$ cat src/verilog/cfu_pkg.sv
package cfu_pkg;
  // ==========================================================
  // register map (byte addresses, one word each)
  localparam logic [7:0] OFS_CTRL   = 8'h00;
  localparam logic [7:0] OFS_OPA    = 8'h04;
  localparam logic [7:0] OFS_OPB    = 8'h08;
  localparam logic [7:0] OFS_XFER   = 8'h0C;
  localparam logic [7:0] OFS_RESULT = 8'h10;
  localparam logic [7:0] OFS_FLAGS  = 8'h14;
  localparam logic [7:0] OFS_STATUS = 8'h18;
  // ==========================================================
  // control word fields
  localparam int CTRL_OP_LSB    = 0;
  localparam int CTRL_COND_LSB  = 4;
  localparam int CTRL_SIZE_LSB  = 8;
  localparam int CTRL_SIGN_BIT  = 10;
  localparam int CTRL_STACK_BIT = 11;
  localparam int CTRL_ROFS_BIT  = 12;
  // ==========================================================
  // flag and status bit positions
  localparam int FLAG_N = 3;
  localparam int FLAG_Z = 2;
  localparam int FLAG_C = 1;
  localparam int FLAG_V = 0;
  localparam int STAT_BUSY  = 0;
  localparam int STAT_FAULT = 1;
  localparam int STAT_TAKEN = 2;
  localparam int STAT_RANGE = 3;
  localparam logic [3:0]  FLAGS_RST  = 4'h0;
  localparam logic [31:0] WORD_RST   = 32'h0000_0000;
  // ==========================================================
  // immediate limits and program counter lead
  localparam logic [31:0] IMM_STACK_WORD_MAX = 32'h0000_03FC;
  localparam logic [31:0] IMM_LOW_WORD_MAX   = 32'h0000_007C;
  localparam logic [31:0] IMM_HALF_MAX       = 32'h0000_003E;
  localparam logic [31:0] IMM_BYTE_MAX       = 32'h0000_001F;
  localparam logic [31:0] ADDR_GEN_MAX       = 32'h0000_03FC;
  localparam logic [31:0] PROGRAM_COUNTER_AHEAD = 32'h0000_0004;
  // ==========================================================
  typedef enum logic [3:0] {
    OP_NOP, OP_ROTATE_RIGHT, OP_ROTATE_RIGHT_SETF, OP_ADD_SETF,
    OP_SUB_SETF, OP_COMPARE_SUB, OP_COMPARE_ADD, OP_BRANCH,
    OP_ADDR_GEN, OP_LOAD, OP_STORE
  } cfu_op_t;
  typedef enum logic [3:0] {
    COND_EQUAL, COND_NOT_EQUAL, COND_CARRY_SET, COND_CARRY_CLEAR,
    COND_MINUS, COND_PLUS, COND_OVERFLOW, COND_NO_OVERFLOW,
    COND_UNSIGNED_HIGHER, COND_LOWER_OR_SAME, COND_SIGNED_GE_T,
    COND_SIGNED_LT_T, COND_SIGNED_GT_T, COND_SIGNED_LE_T, COND_ALWAYS
  } cfu_cond_t;
  typedef enum logic [1:0] {SZ_BYTE, SZ_HALF, SZ_WORD} cfu_size_t;
  typedef enum logic {ST_IDLE, ST_MEM} cfu_state_t;
  typedef struct packed {
    logic [31:0] addr;
    logic [31:0] wdata;
    logic [3:0]  be;
    logic        we;
  } cfu_mem_req_t;
endpackage

$ cat src/verilog/cfu_top.sv
// Operation
// - rotate right moves upper bits down, low n bits into the top
// - flag-setting rotate loads carry with source bit n-1
// - rotate by 32 returns source unchanged, carry takes bit 31
// - rotate by n above 32 equals rotate by n-32
// - word aligned on word address, halfword on even, bytes always
// - unaligned load or store raises the fatal fault, no access made
// - program counter for relative addressing is instruction address plus four
// - flags not updated by an operation keep their value
// - negative follows result sign, zero set on zero result
// - carry from add overflow past 32 bits, no borrow, or shift out
// - overflow when bit 31 differs from infinite precision sign
// - compares set flags as subtract or add, result discarded
// - branch taken only when flags meet its condition
// - single-flag conditions test one flag for one or zero
// - compound conditions combine carry, zero, negative and overflow
// - always condition holds whatever the flags
// - address generation adds immediate to counter, aligned, within 1020
// - byte and halfword immediate loads zero-extend, words load whole
// - stores write word, low byte or low halfword at base plus immediate
// - immediate offsets limited per size and base kind
// - address generation and loads and stores keep flags
// - register-offset address is base plus offset register
// - register-offset byte and halfword loads may sign-extend
//
// Our own choices: register access over Avalon-MM and the register offsets.
`timescale 1ns/1ps
module cfu_top (
  input  logic                  i_clk_sys,
  input  logic                  i_arst_n,
  input  logic [7:0]            i_avs_address,
  input  logic                  i_avs_read,
  input  logic                  i_avs_write,
  input  logic [31:0]           i_avs_writedata,
  input  logic [3:0]            i_avs_byteenable,
  output logic [31:0]           o_avs_readdata,
  output logic                  o_avs_waitrequest,
  output logic                  o_mem_valid,
  output cfu_pkg::cfu_mem_req_t o_mem,
  input  logic                  i_mem_ack,
  input  logic [31:0]           i_mem_rdata,
  output logic                  o_fatal_fault,
  output logic [3:0]            o_flags
);
  import cfu_pkg::*;

  // ==========================================================
  // reset release
  logic rst_meta;
  logic rst_n;
  always_ff @(posedge i_clk_sys or negedge i_arst_n) begin
    if (!i_arst_n) begin
      rst_meta <= 1'b0;
      rst_n    <= 1'b0;
    end else begin
      rst_meta <= 1'b1;
      rst_n    <= rst_meta;
    end
  end

  // ==========================================================
  // helpers
  function automatic logic [31:0] rotr(input logic [31:0] a, input logic [4:0] m);
    rotr = (a >> m) | (a << (6'd32 - {1'b0, m}));
  endfunction

  function automatic logic [31:0] merge(input logic [31:0] o, input logic [31:0] d,
                                        input logic [3:0] be);
    merge = o;
    for (int i = 0; i < 4; i++) begin
      if (be[i]) begin
        merge[i*8 +: 8] = d[i*8 +: 8];
      end
    end
  endfunction

  function automatic logic cond_met(input cfu_cond_t c, input logic [3:0] f);
    logic n;
    logic z;
    logic cy;
    logic v;
    n  = f[FLAG_N];
    z  = f[FLAG_Z];
    cy = f[FLAG_C];
    v  = f[FLAG_V];
    case (c)
      COND_EQUAL:           cond_met = z;
      COND_NOT_EQUAL:       cond_met = !z;
      COND_CARRY_SET:       cond_met = cy;
      COND_CARRY_CLEAR:     cond_met = !cy;
      COND_MINUS:           cond_met = n;
      COND_PLUS:            cond_met = !n;
      COND_OVERFLOW:        cond_met = v;
      COND_NO_OVERFLOW:     cond_met = !v;
      COND_UNSIGNED_HIGHER: cond_met = cy && !z;
      COND_LOWER_OR_SAME:   cond_met = !cy || z;
      COND_SIGNED_GE_T:     cond_met = (n == v);
      COND_SIGNED_LT_T:     cond_met = (n != v);
      COND_SIGNED_GT_T:     cond_met = !z && (n == v);
      COND_SIGNED_LE_T:     cond_met = z || (n != v);
      COND_ALWAYS:          cond_met = 1'b1;
      default:              cond_met = 1'b0;
    endcase
  endfunction

  // ==========================================================
  // avalon slave handshake: one wait cycle, answer on the second edge
  logic       wait_reg;
  logic       req;
  logic       acc_wr;
  logic       start;
  cfu_state_t state_reg;
  assign req    = i_avs_read || i_avs_write;
  assign acc_wr = i_avs_write && !wait_reg;
  assign start  = acc_wr && (i_avs_address == OFS_CTRL) && (state_reg == ST_IDLE);

  always_ff @(posedge i_clk_sys or negedge rst_n) begin
    if (!rst_n) begin
      wait_reg <= 1'b1;
    end else begin
      wait_reg <= !(req && wait_reg);
    end
  end
  assign o_avs_waitrequest = wait_reg;

  // ==========================================================
  // operand registers
  logic [31:0] opa_reg;
  logic [31:0] opb_reg;
  logic [31:0] xfer_reg;
  logic [31:0] res_reg;
  logic [3:0]  flags_reg;
  logic [3:0]  stat_reg;
  always_ff @(posedge i_clk_sys or negedge rst_n) begin
    if (!rst_n) begin
      opa_reg  <= WORD_RST;
      opb_reg  <= WORD_RST;
      xfer_reg <= WORD_RST;
    end else if (acc_wr) begin
      if (i_avs_address == OFS_OPA) begin
        opa_reg <= merge(opa_reg, i_avs_writedata, i_avs_byteenable);
      end
      if (i_avs_address == OFS_OPB) begin
        opb_reg <= merge(opb_reg, i_avs_writedata, i_avs_byteenable);
      end
      if (i_avs_address == OFS_XFER) begin
        xfer_reg <= merge(xfer_reg, i_avs_writedata, i_avs_byteenable);
      end
    end
  end

  // read data is ready at the edge where waitrequest drops
  always_ff @(posedge i_clk_sys or negedge rst_n) begin
    if (!rst_n) begin
      o_avs_readdata <= WORD_RST;
    end else if (i_avs_read && wait_reg) begin
      case (i_avs_address)
        OFS_OPA:    o_avs_readdata <= opa_reg;
        OFS_OPB:    o_avs_readdata <= opb_reg;
        OFS_XFER:   o_avs_readdata <= xfer_reg;
        OFS_RESULT: o_avs_readdata <= res_reg;
        OFS_FLAGS:  o_avs_readdata <= {28'h000_0000, flags_reg};
        OFS_STATUS: o_avs_readdata <= {28'h000_0000, stat_reg};
        default:    o_avs_readdata <= WORD_RST;
      endcase
    end
  end

  // ==========================================================
  // execute: decoded from the control write itself
  cfu_op_t      op;
  cfu_cond_t    cond;
  cfu_size_t    size;
  logic         sgn;
  logic         stk;
  logic         rofs;
  logic [32:0]  sum33;
  logic [32:0]  dif33;
  logic [31:0]  x_res;
  logic [3:0]   x_flags;
  logic         x_wres;
  logic         x_taken;
  logic         x_range;
  logic         x_fault;
  logic         x_mem;
  cfu_mem_req_t x_req;

  assign sum33 = {1'b0, opa_reg} + {1'b0, opb_reg};
  assign dif33 = {1'b0, opa_reg} + {1'b0, ~opb_reg} + 33'h0_0000_0001;

  always_comb begin
    op      = cfu_op_t'(i_avs_writedata[CTRL_OP_LSB +: 4]);
    cond    = cfu_cond_t'(i_avs_writedata[CTRL_COND_LSB +: 4]);
    size    = cfu_size_t'(i_avs_writedata[CTRL_SIZE_LSB +: 2]);
    sgn     = i_avs_writedata[CTRL_SIGN_BIT];
    stk     = i_avs_writedata[CTRL_STACK_BIT];
    rofs    = i_avs_writedata[CTRL_ROFS_BIT];
    x_res   = res_reg;
    x_flags = flags_reg;
    x_wres  = 1'b0;
    x_taken = 1'b0;
    x_range = 1'b0;
    x_fault = 1'b0;
    x_mem   = 1'b0;
    x_req.addr  = opa_reg + opb_reg;
    x_req.we    = (op == OP_STORE);
    x_req.be    = 4'hF;
    x_req.wdata = xfer_reg;
    case (op)
      OP_ROTATE_RIGHT, OP_ROTATE_RIGHT_SETF: begin
        // lengths past 32 fold by dropping multiples of 32
        x_res  = rotr(opa_reg, opb_reg[4:0]);
        x_wres = 1'b1;
        if (op == OP_ROTATE_RIGHT_SETF) begin
          x_flags[FLAG_N] = x_res[31];
          x_flags[FLAG_Z] = (x_res == WORD_RST);
          if (opb_reg[7:0] != 8'h00) begin
            x_flags[FLAG_C] = x_res[31];
          end
        end
      end
      OP_ADD_SETF, OP_COMPARE_ADD: begin
        x_res  = sum33[31:0];
        x_wres = (op == OP_ADD_SETF);
        x_flags[FLAG_N] = sum33[31];
        x_flags[FLAG_Z] = (sum33[31:0] == WORD_RST);
        x_flags[FLAG_C] = sum33[32];
        x_flags[FLAG_V] = (opa_reg[31] == opb_reg[31])
                          && (sum33[31] != opa_reg[31]);
      end
      OP_SUB_SETF, OP_COMPARE_SUB: begin
        x_res  = dif33[31:0];
        x_wres = (op == OP_SUB_SETF);
        x_flags[FLAG_N] = dif33[31];
        x_flags[FLAG_Z] = (dif33[31:0] == WORD_RST);
        x_flags[FLAG_C] = dif33[32];
        x_flags[FLAG_V] = (opa_reg[31] != opb_reg[31])
                          && (dif33[31] != opa_reg[31]);
      end
      OP_BRANCH: begin
        x_taken = cond_met(cond, flags_reg);
        x_res   = opa_reg + PROGRAM_COUNTER_AHEAD + opb_reg;
        x_wres  = x_taken;
      end
      OP_ADDR_GEN: begin
        x_res   = opa_reg + PROGRAM_COUNTER_AHEAD + opb_reg;
        x_range = (opb_reg > ADDR_GEN_MAX) || (x_res[1:0] != 2'h0);
        x_wres  = !x_range;
      end
      OP_LOAD, OP_STORE: begin
        if (!rofs) begin
          case (size)
            SZ_WORD: x_range = (opb_reg[1:0] != 2'h0) ||
                       (opb_reg > (stk ? IMM_STACK_WORD_MAX : IMM_LOW_WORD_MAX));
            SZ_HALF: x_range = opb_reg[0] || (opb_reg > IMM_HALF_MAX);
            SZ_BYTE: x_range = (opb_reg > IMM_BYTE_MAX);
            default: x_range = 1'b1;
          endcase
        end else begin
          x_range = (size != SZ_WORD) && (size != SZ_HALF) && (size != SZ_BYTE);
        end
        // checked on the summed address, never on the base alone
        case (size)
          SZ_WORD: x_fault = (x_req.addr[1:0] != 2'h0);
          SZ_HALF: x_fault = x_req.addr[0];
          default: x_fault = 1'b0;
        endcase
        x_fault = x_fault && !x_range;
        x_mem   = !x_range && !x_fault;
        case (size)
          SZ_BYTE: begin
            x_req.be    = 4'h1 << x_req.addr[1:0];
            x_req.wdata = {4{xfer_reg[7:0]}};
          end
          SZ_HALF: begin
            x_req.be    = x_req.addr[1] ? 4'hC : 4'h3;
            x_req.wdata = {2{xfer_reg[15:0]}};
          end
          default: begin
            x_req.be    = 4'hF;
            x_req.wdata = xfer_reg;
          end
        endcase
      end
      default: begin
        x_res = res_reg;
      end
    endcase
  end

  // ==========================================================
  // flags: software may also load them directly
  always_ff @(posedge i_clk_sys or negedge rst_n) begin
    if (!rst_n) begin
      flags_reg <= FLAGS_RST;
    end else if (start) begin
      flags_reg <= x_flags;
    end else if (acc_wr && (i_avs_address == OFS_FLAGS)) begin
      if (i_avs_byteenable[0]) begin
        flags_reg <= i_avs_writedata[3:0];
      end
    end
  end
  assign o_flags = flags_reg;

  // ==========================================================
  // memory access sequence
  cfu_size_t   mem_size_reg;
  logic        mem_sign_reg;
  logic [31:0] lane;
  logic [31:0] ld_val;
  assign lane = i_mem_rdata >> {o_mem.addr[1:0], 3'h0};
  always_comb begin
    case (mem_size_reg)
      SZ_BYTE: ld_val = {{24{mem_sign_reg & lane[7]}}, lane[7:0]};
      SZ_HALF: ld_val = {{16{mem_sign_reg & lane[15]}}, lane[15:0]};
      default: ld_val = i_mem_rdata;
    endcase
  end

  always_ff @(posedge i_clk_sys or negedge rst_n) begin
    if (!rst_n) begin
      state_reg    <= ST_IDLE;
      o_mem_valid  <= 1'b0;
      o_mem        <= '0;
      mem_size_reg <= SZ_WORD;
      mem_sign_reg <= 1'b0;
    end else begin
      unique case (state_reg)
        ST_IDLE: begin
          if (start && x_mem) begin
            state_reg    <= ST_MEM;
            o_mem_valid  <= 1'b1;
            o_mem        <= x_req;
            mem_size_reg <= size;
            mem_sign_reg <= sgn && rofs;
          end
        end
        ST_MEM: begin
          if (i_mem_ack) begin
            state_reg   <= ST_IDLE;
            o_mem_valid <= 1'b0;
          end
        end
      endcase
    end
  end

  // ==========================================================
  // result and status
  always_ff @(posedge i_clk_sys or negedge rst_n) begin
    if (!rst_n) begin
      res_reg <= WORD_RST;
    end else if (start && x_wres) begin
      res_reg <= x_res;
    end else if ((state_reg == ST_MEM) && i_mem_ack && !o_mem.we) begin
      res_reg <= ld_val;
    end
  end

  // status is refreshed by every new operation
  always_ff @(posedge i_clk_sys or negedge rst_n) begin
    if (!rst_n) begin
      stat_reg      <= 4'h0;
      o_fatal_fault <= 1'b0;
    end else begin
      o_fatal_fault <= start && x_fault;
      stat_reg[STAT_BUSY] <= (start && x_mem) ||
                             ((state_reg == ST_MEM) && !i_mem_ack);
      if (start) begin
        stat_reg[STAT_FAULT] <= x_fault;
        stat_reg[STAT_TAKEN] <= x_taken;
        stat_reg[STAT_RANGE] <= x_range;
      end
    end
  end

  // ==========================================================
  // checks
  logic [31:0] ror_wrap_ref;
  assign ror_wrap_ref = rotr(opa_reg, 5'(opb_reg[7:0] - 8'h20));
  cfu_op_t wr_op;
  assign wr_op = cfu_op_t'(i_avs_writedata[3:0]);
endmodule
$ cat config.mk
export PLATFORM = sky130hd
export DESIGN_NAME = cfu_top
export DESIGN_NICKNAME = d
export VERILOG_FILES = /design/src/verilog/cfu_pkg.sv /design/src/verilog/cfu_top.sv
export SDC_FILE = /design/constraint.sdc
export NUM_CORES = 1
export LEC_CHECK = 0
export ABC_AREA = 1
export CORE_MARGIN = 4
export CORE_UTILIZATION = 45
export DETAILED_ROUTE_END_ITERATION = 12
export DONT_BUFFER_PORTS = 1
export GPL_TIMING_DRIVEN = 0
export PLACE_DENSITY = 0.7
export SLEW_MARGIN = 30
export SYNTH_ARGS = -nofsm -noshare
export SYNTH_HDL_FRONTEND = slang
export SYNTH_SLANG_ARGS = --single-unit
$ cat constraint.sdc
create_clock -name i_clk_sys -period 17.55 [get_ports i_clk_sys]
set_input_delay 0.8775 -clock i_clk_sys [delete_from_list [all_inputs] [get_ports i_clk_sys]]
set_output_delay 0.8775 -clock i_clk_sys [all_outputs]
set_load 0.05 [all_outputs]
==> After elaboration in Yosys (flattened, before gate mapping) <==
Cells that the tools add are included.
W data, S select, Z words.
{ "word_totals": {"input_bits": 81, "reg_bits": 246, "mem_count": 0, "word_cells": 209, "mem_bits_rw": 0, "output_inout_bits": 108, "romBits": 0, "latch_bits": 0} }
{ "op_classes": {"n_eq_ne": 48, "mux": 33, "multipliers": 0, "reduce_logical": 77, "n_addsub": 7, "bitwise": 5, "shift": 4, "div": 0, "magnitude_cmp": 4} }
{ "ops": {"columns": ["operator", "n"], "rows": [
  ["$pmux W32 S6", 1],
  ["$pmux W32 S4", 1],
  ["$logic_not A32 Y1", 3],
  ["$pmux W36 S2", 1],
  ["$add A32 B32 Y33", 2],
  ["$add A32 B32 Y32", 2],
  ["$mux W32", 2],
  ["$pmux W32 S2", 1],
  ["$eq A4 B4 Y1 const B", 10],
  ["$reduce_and A3 Y1", 13],
  ["$mux W36", 1],
  ["$add A33 B1 Y33 const B", 1],
  ["$add A32 B3 Y32 const B", 1],
  ["$eq A4 B3 Y1 const B", 8],
  ["$gt A32 B10 Y1", 1],
  ["$gt A32 B10 Y1 const B", 1],
  ["$gt A32 B5 Y1 const B", 1],
  ["$gt A32 B6 Y1 const B", 1],
  ["$not A32 Y32", 1],
  ["$or A32 B32 Y32", 1],
  ["$shl A32 B6 Y32", 1],
  ["$shr A32 B5 Y16", 1],
  ["$shr A32 B5 Y32", 1],
  ["$eq A8 B5 Y1 const B", 3],
  ["other kinds (39)", 119]
]} }

==> Depth between registers and ports, before layout <==
{ "logic_depth": {"depth_word": 14, "mapped_depth": 24, "depth_no_buf": 21} }

==> Worst setup path after synthesis <==
OpenSTA, ideal clock, no wires.
{ "synth_timing": {"path_type": "reg-to-reg", "from": "register opb_reg[1]", "to": "register res_reg[31]", "slack_ns": 14.292, "t_required_ns": 17.433, "t_arrival_ns": 3.141, "period_less_slack_ns": 3.258, "setup_ns": 0.117, "stages_incl_launch_ff": 21, "path_buffers": 2, "cell_sequence": "dfrtp_1 inv_2 buf_2 buf_2 ha_1 inv_1 ha_1 fa_1 nand2_1 nand2_1 o21ai_0 o21ai_0 a21o_1 a21boi_0 inv_1 nand2_1 nand3b_1 nand3_1 nand4_1 nand2_1 nand2_1"} }
{ "synth_via": {"elab_chain_cells": 8, "word_cells_on_any_way": 20, "classes_between": "add/sub: 5; order compare: 1; eq/ne: 1; shift: 2; mux: 3; bitwise: 2; reduce/logical: 6"} }
{ "synth_lines": {"columns": ["item", "line", "rtl"], "rows": [
  ["from (decl)", "cfu_top.sv:129", "logic [31:0] opb_reg;"],
  ["from (signal assigned)", "cfu_top.sv:144", "opb_reg <= merge(opb_reg, i_avs_writedata, i_avs_byteenable);"],
  ["parallel branches: the longest is 8 deep, another holds $add A32 B32 Y33", null, null],
  ["to (signal assigned)", "cfu_top.sv:355", "res_reg <= x_res;"],
  ["to (signal assigned)", "cfu_top.sv:357", "res_reg <= ld_val;"],
  ["to (decl)", "cfu_top.sv:131", "logic [31:0] res_reg;"]
]} }
Parallel ways; which one is timed is not known.
A chain may end at the register's enable or synchronous reset.

==> Worst setup path in the final report <==
{ "layout_timing": {"from": "register opb_reg[1]", "to": "register res_reg[19]"} }
Same word-level chain as after synthesis.

==> results by group <==
Worst setup path
  • Worst Path Buf+Inv: 4
  • Critical Path Sink Type: register
  • CP Launch Point: opb_reg[1]
  • Slowest stage cell, crit path: nor3_1
  • Worst R2R Start: opb_reg[1]
  • Top delay family on crit path: compound AO/OA/AOI/OAI gates
  • Crit path cell chain: inv_2, buf_2, buf_2, ha_1, inv_1, ha_1, fa_1, nand2_1, nand2_1, o21ai_0, o21ai_0, a21o_1, a21boi_0, o21ai_0, nand2_1, nand2_1, nor2_1, nor3_1, nor2_1
  • Most numerous cell on the critical path: nand2_1
  • Crit start category: register
  • CP Data Required Time: 18.00 ns
  • CP Class: reg2reg
  • Largest stage delay on the critical path: 0.56 ns
  • Worst path arrival time: 5.38 ns
  • Cells on worst reg2reg path: 19
  • Reg2Reg Setup Slack: 12.62 ns
  • Reg-to-Reg End: res_reg[19]
  • Largest fanout on the critical path: 12

CTS
  • H-Tree Depth: 1
  • Worst skew pair latency: 0.59 ns
  • CTS tree: done
  • Clk Tree Root Cell: clkbuf_16
  • Clock Sinks: 246
  • TritonCTS Buffers: 28
  • Clk slew on worst S/H paths: 0.06 ns
  • CTS max path bufs: 3

STA
  • Clock skew: 0.0310 ns
  • Worst rel slew slack: 31.2%
  • Post-route clock period utilization: 28.1%
  • Slew Viols, Final: 0
  • Final setup violation count: 0
  • RSZ-0062 raised after global routing: false
  • Final Hold Fails: 0
  • Tightest Pin Transition: 1.03 ns
  • TNS Setup: 0 ns
  • Fmax: 203 MHz
  • Final setup margin: 12.62 ns
  • Period minus WS final: 4.93 ns
  • Hold slack: 0.286 ns

Cells and area
  • Largest reg by FF count: o_mem
  • Post-layout nets: 3929
  • Design area: 0.0249 sq mm
  • Layout cell share with drive strength beyond 1: 5.17%
  • FILL cells: 5367
  • Area Growth Syn to Fin: 8.28%
  • Max reg flops: 69

Global route
  • GRT Total Usage: 41.6%
  • Pin count of the biggest net entering global routing: 51
  • Initial antenna violation count: 4
  • First-pass GRT wire length: 166000 um
  • Vias in the first global route: 24505
  • GR Overflow Total: 0

Synth
  • Main synth FF type: dfrtp_1
  • Largest cells by area after synthesis: dfrtp_1, nand2_1, nand3_1
  • Yosys reg bits: 246
  • Sequential element share of the synthesized area: 26.8%
  • Distinct cells, synth: 65
  • Async S/R FF share, synth: 100%
  • Post-Syn Nets: 3893
  • Post-synth top area cell: dfrtp_1
  • Post-Syn Area: 0.0230 sq mm
  • Number of synthesized flops with an enable pin: 0
  • Top-area cell type share of the netlist area: 26.5%
  • Synth Instances: 3676
  • Warnings, synthesis: 0
  • Syn avg cell area: 6.26 sq um

Power
  • Pleak: 12.7 nW
  • Peak supply drop: 72.0 uV
  • Power Density: 60.2 mW/mm^2

Floorplanning
  • Die height: 234 um
  • Die ar.: 0.0548 sq mm
  • # rows: 82
  • Initial core utilization: 45.7%
  • Chip width: 234 um
  • IO Count: 189
  • Core Area: 0.0504 sq mm

Placed design
  • DP HPWL: 96700 um
  • IO Port Bufs: 0
  • Worst slack, placed: 12.89 ns
  • Placer Congestion: 1.10
  • Dpl cell area: 0.0240 sq mm

Run status
  • Outcome: finished clean

Drt
  • WL final: 118000 um
  • Wirelength per Cell: 26.8 um
  • Routed Antenna Nets: 0
  • Drt drc: 0
  • Vias/cell: 6.05
  • TritonRoute pass-1 iters: 8
  • Initial DRC Count: 3536
  • Vias: 26643

Min path
  • Worst min path class: reg2async

Run
  • Max Cap Viol: 0
==> cell type report <==
cell class / instances / area [sq um] / share of cell area (%)
Antenna cell: 3 / 7.51 / 0.0301
Buffer: 140 / 683 / 2.74
Clock buffer: 42 / 825 / 3.31
Clock inverter: 8 / 77.6 / 0.311
Inverter: 472 / 1780 / 7.14
Multi-Input combinational cell: 2818 / 14400 / 57.8
Sequential cell: 246 / 6160 / 24.7
Tap cell: 672 / 841 / 3.37
Timing Repair Buffer: 6 / 133 / 0.532
==> kinds of logic (layout without fill, tap and decap cells) <==
group | Yosys count | in the layout | synth area share (%)
buf+inv | 612 | 668 | 10.7
compound gates | 665 | 665 | 16.4
other cells | 1 | 4 | 0.0163
flops | 246 | 246 | 26.8
xor+xnor | 20 | 20 | 0.761
fa+ha+maj | 136 | 136 | 8.44
simple gates | 1996 | 1996 | 36.9
==> worst max-delay path by stage <==
stage,to,slack (ns),cells past startpoint
after floorplan,mem_sign_reg,10.19,0
after global placement,o_mem[40],7.23,0
after detailed placement,res_reg[19],12.89,19
after CTS,res_reg[19],12.88,19
after global routing,res_reg[19],12.50,19
final,res_reg[19],12.62,19
==> cell usage after synthesis (10+ instances only) <==
library cell  count
nor2_1          359
inv_2            22
clkbuf_1         67
buf_1            11
nand3_1         487
o2111ai_1        15
ha_1            104
o211ai_1         25
inv_1           443
o21bai_1         14
dfrtp_1         244
a22o_1           14
o21ai_0         279
xor2_1           18
buf_6            10
o21ai_1          41
nand2_1        1008
nand4_1          41
a21oi_1         164
fa_1             32
nor3_1           40
o22ai_1          52
nand2_2          25
buf_2            45
==> routing by layer <==
metal	GRT usage [%]	vias to the layer above	wire length, um
met3	11.3	364	13300
met1	52.1	12512	44400
met5	0	-	45
li1	-	12155	-
met2	63.3	1606	51200
met4	26.8	6	9270
==> power breakdown <==
| group | total, mW | switching (mW) | internal, mW |
|---|---|---|---|
| clock | 0.596 | 0.258 | 0.338 |
| sequential | 0.604 | 0.0234 | 0.580 |
| combinational | 0.302 | 0.220 | 0.0823 |
==> repair_timing <==
| action | 4_1_cts | 5_1_grt |
|---|---|---|
| gates resized for setup | 0 | 0 |
| endpoints found under the setup margin | 0 | 0 |
| hold endpoints to repair | 2 | 0 |
| setup buffers | 0 | 0 |
| hold buffers | 1 | 0 |
==> placed cells by master (no fill, tap or decap), types with 45 or more instances in the layout <==
cell type,instances
nor2_1,358
nand2_1,1008
inv_1,443
o22ai_1,52
nand3_1,487
buf_2,45
o21ai_0,279
dfrtp_1,243
clkbuf_1,75
ha_1,104
a21oi_1,164
==> worst register-to-register path: stages (launching register included) <==
cell and delay, ns:
dfrtp_1 0.50, inv_2 0.14, buf_2 0.32, buf_2 0.41, ha_1 0.32, inv_1 0.17, ha_1 0.27, fa_1 0.22
nand2_1 0.08, nand2_1 0.08, o21ai_0 0.18, o21ai_0 0.46, a21o_1 0.26, a21boi_0 0.16, o21ai_0 0.36, nand2_1 0.10
nand2_1 0.08, nor2_1 0.06, nor3_1 0.56, nor2_1 0.08
==> per-stage QoR <==
step | instances | power [mW] | util, %
detailed placement | 4353 | 0.901 | 47.6
floorplan | 3676 | 0.798 | -
finish | 4407 | 1.50 | 49.5
global placement | 4348 | 0.897 | 47.4
CTS | 4404 | 1.49 | 49.5
global route | 4404 | 1.55 | 49.5
Note: power is estimated with default switching activity, not from simulation.
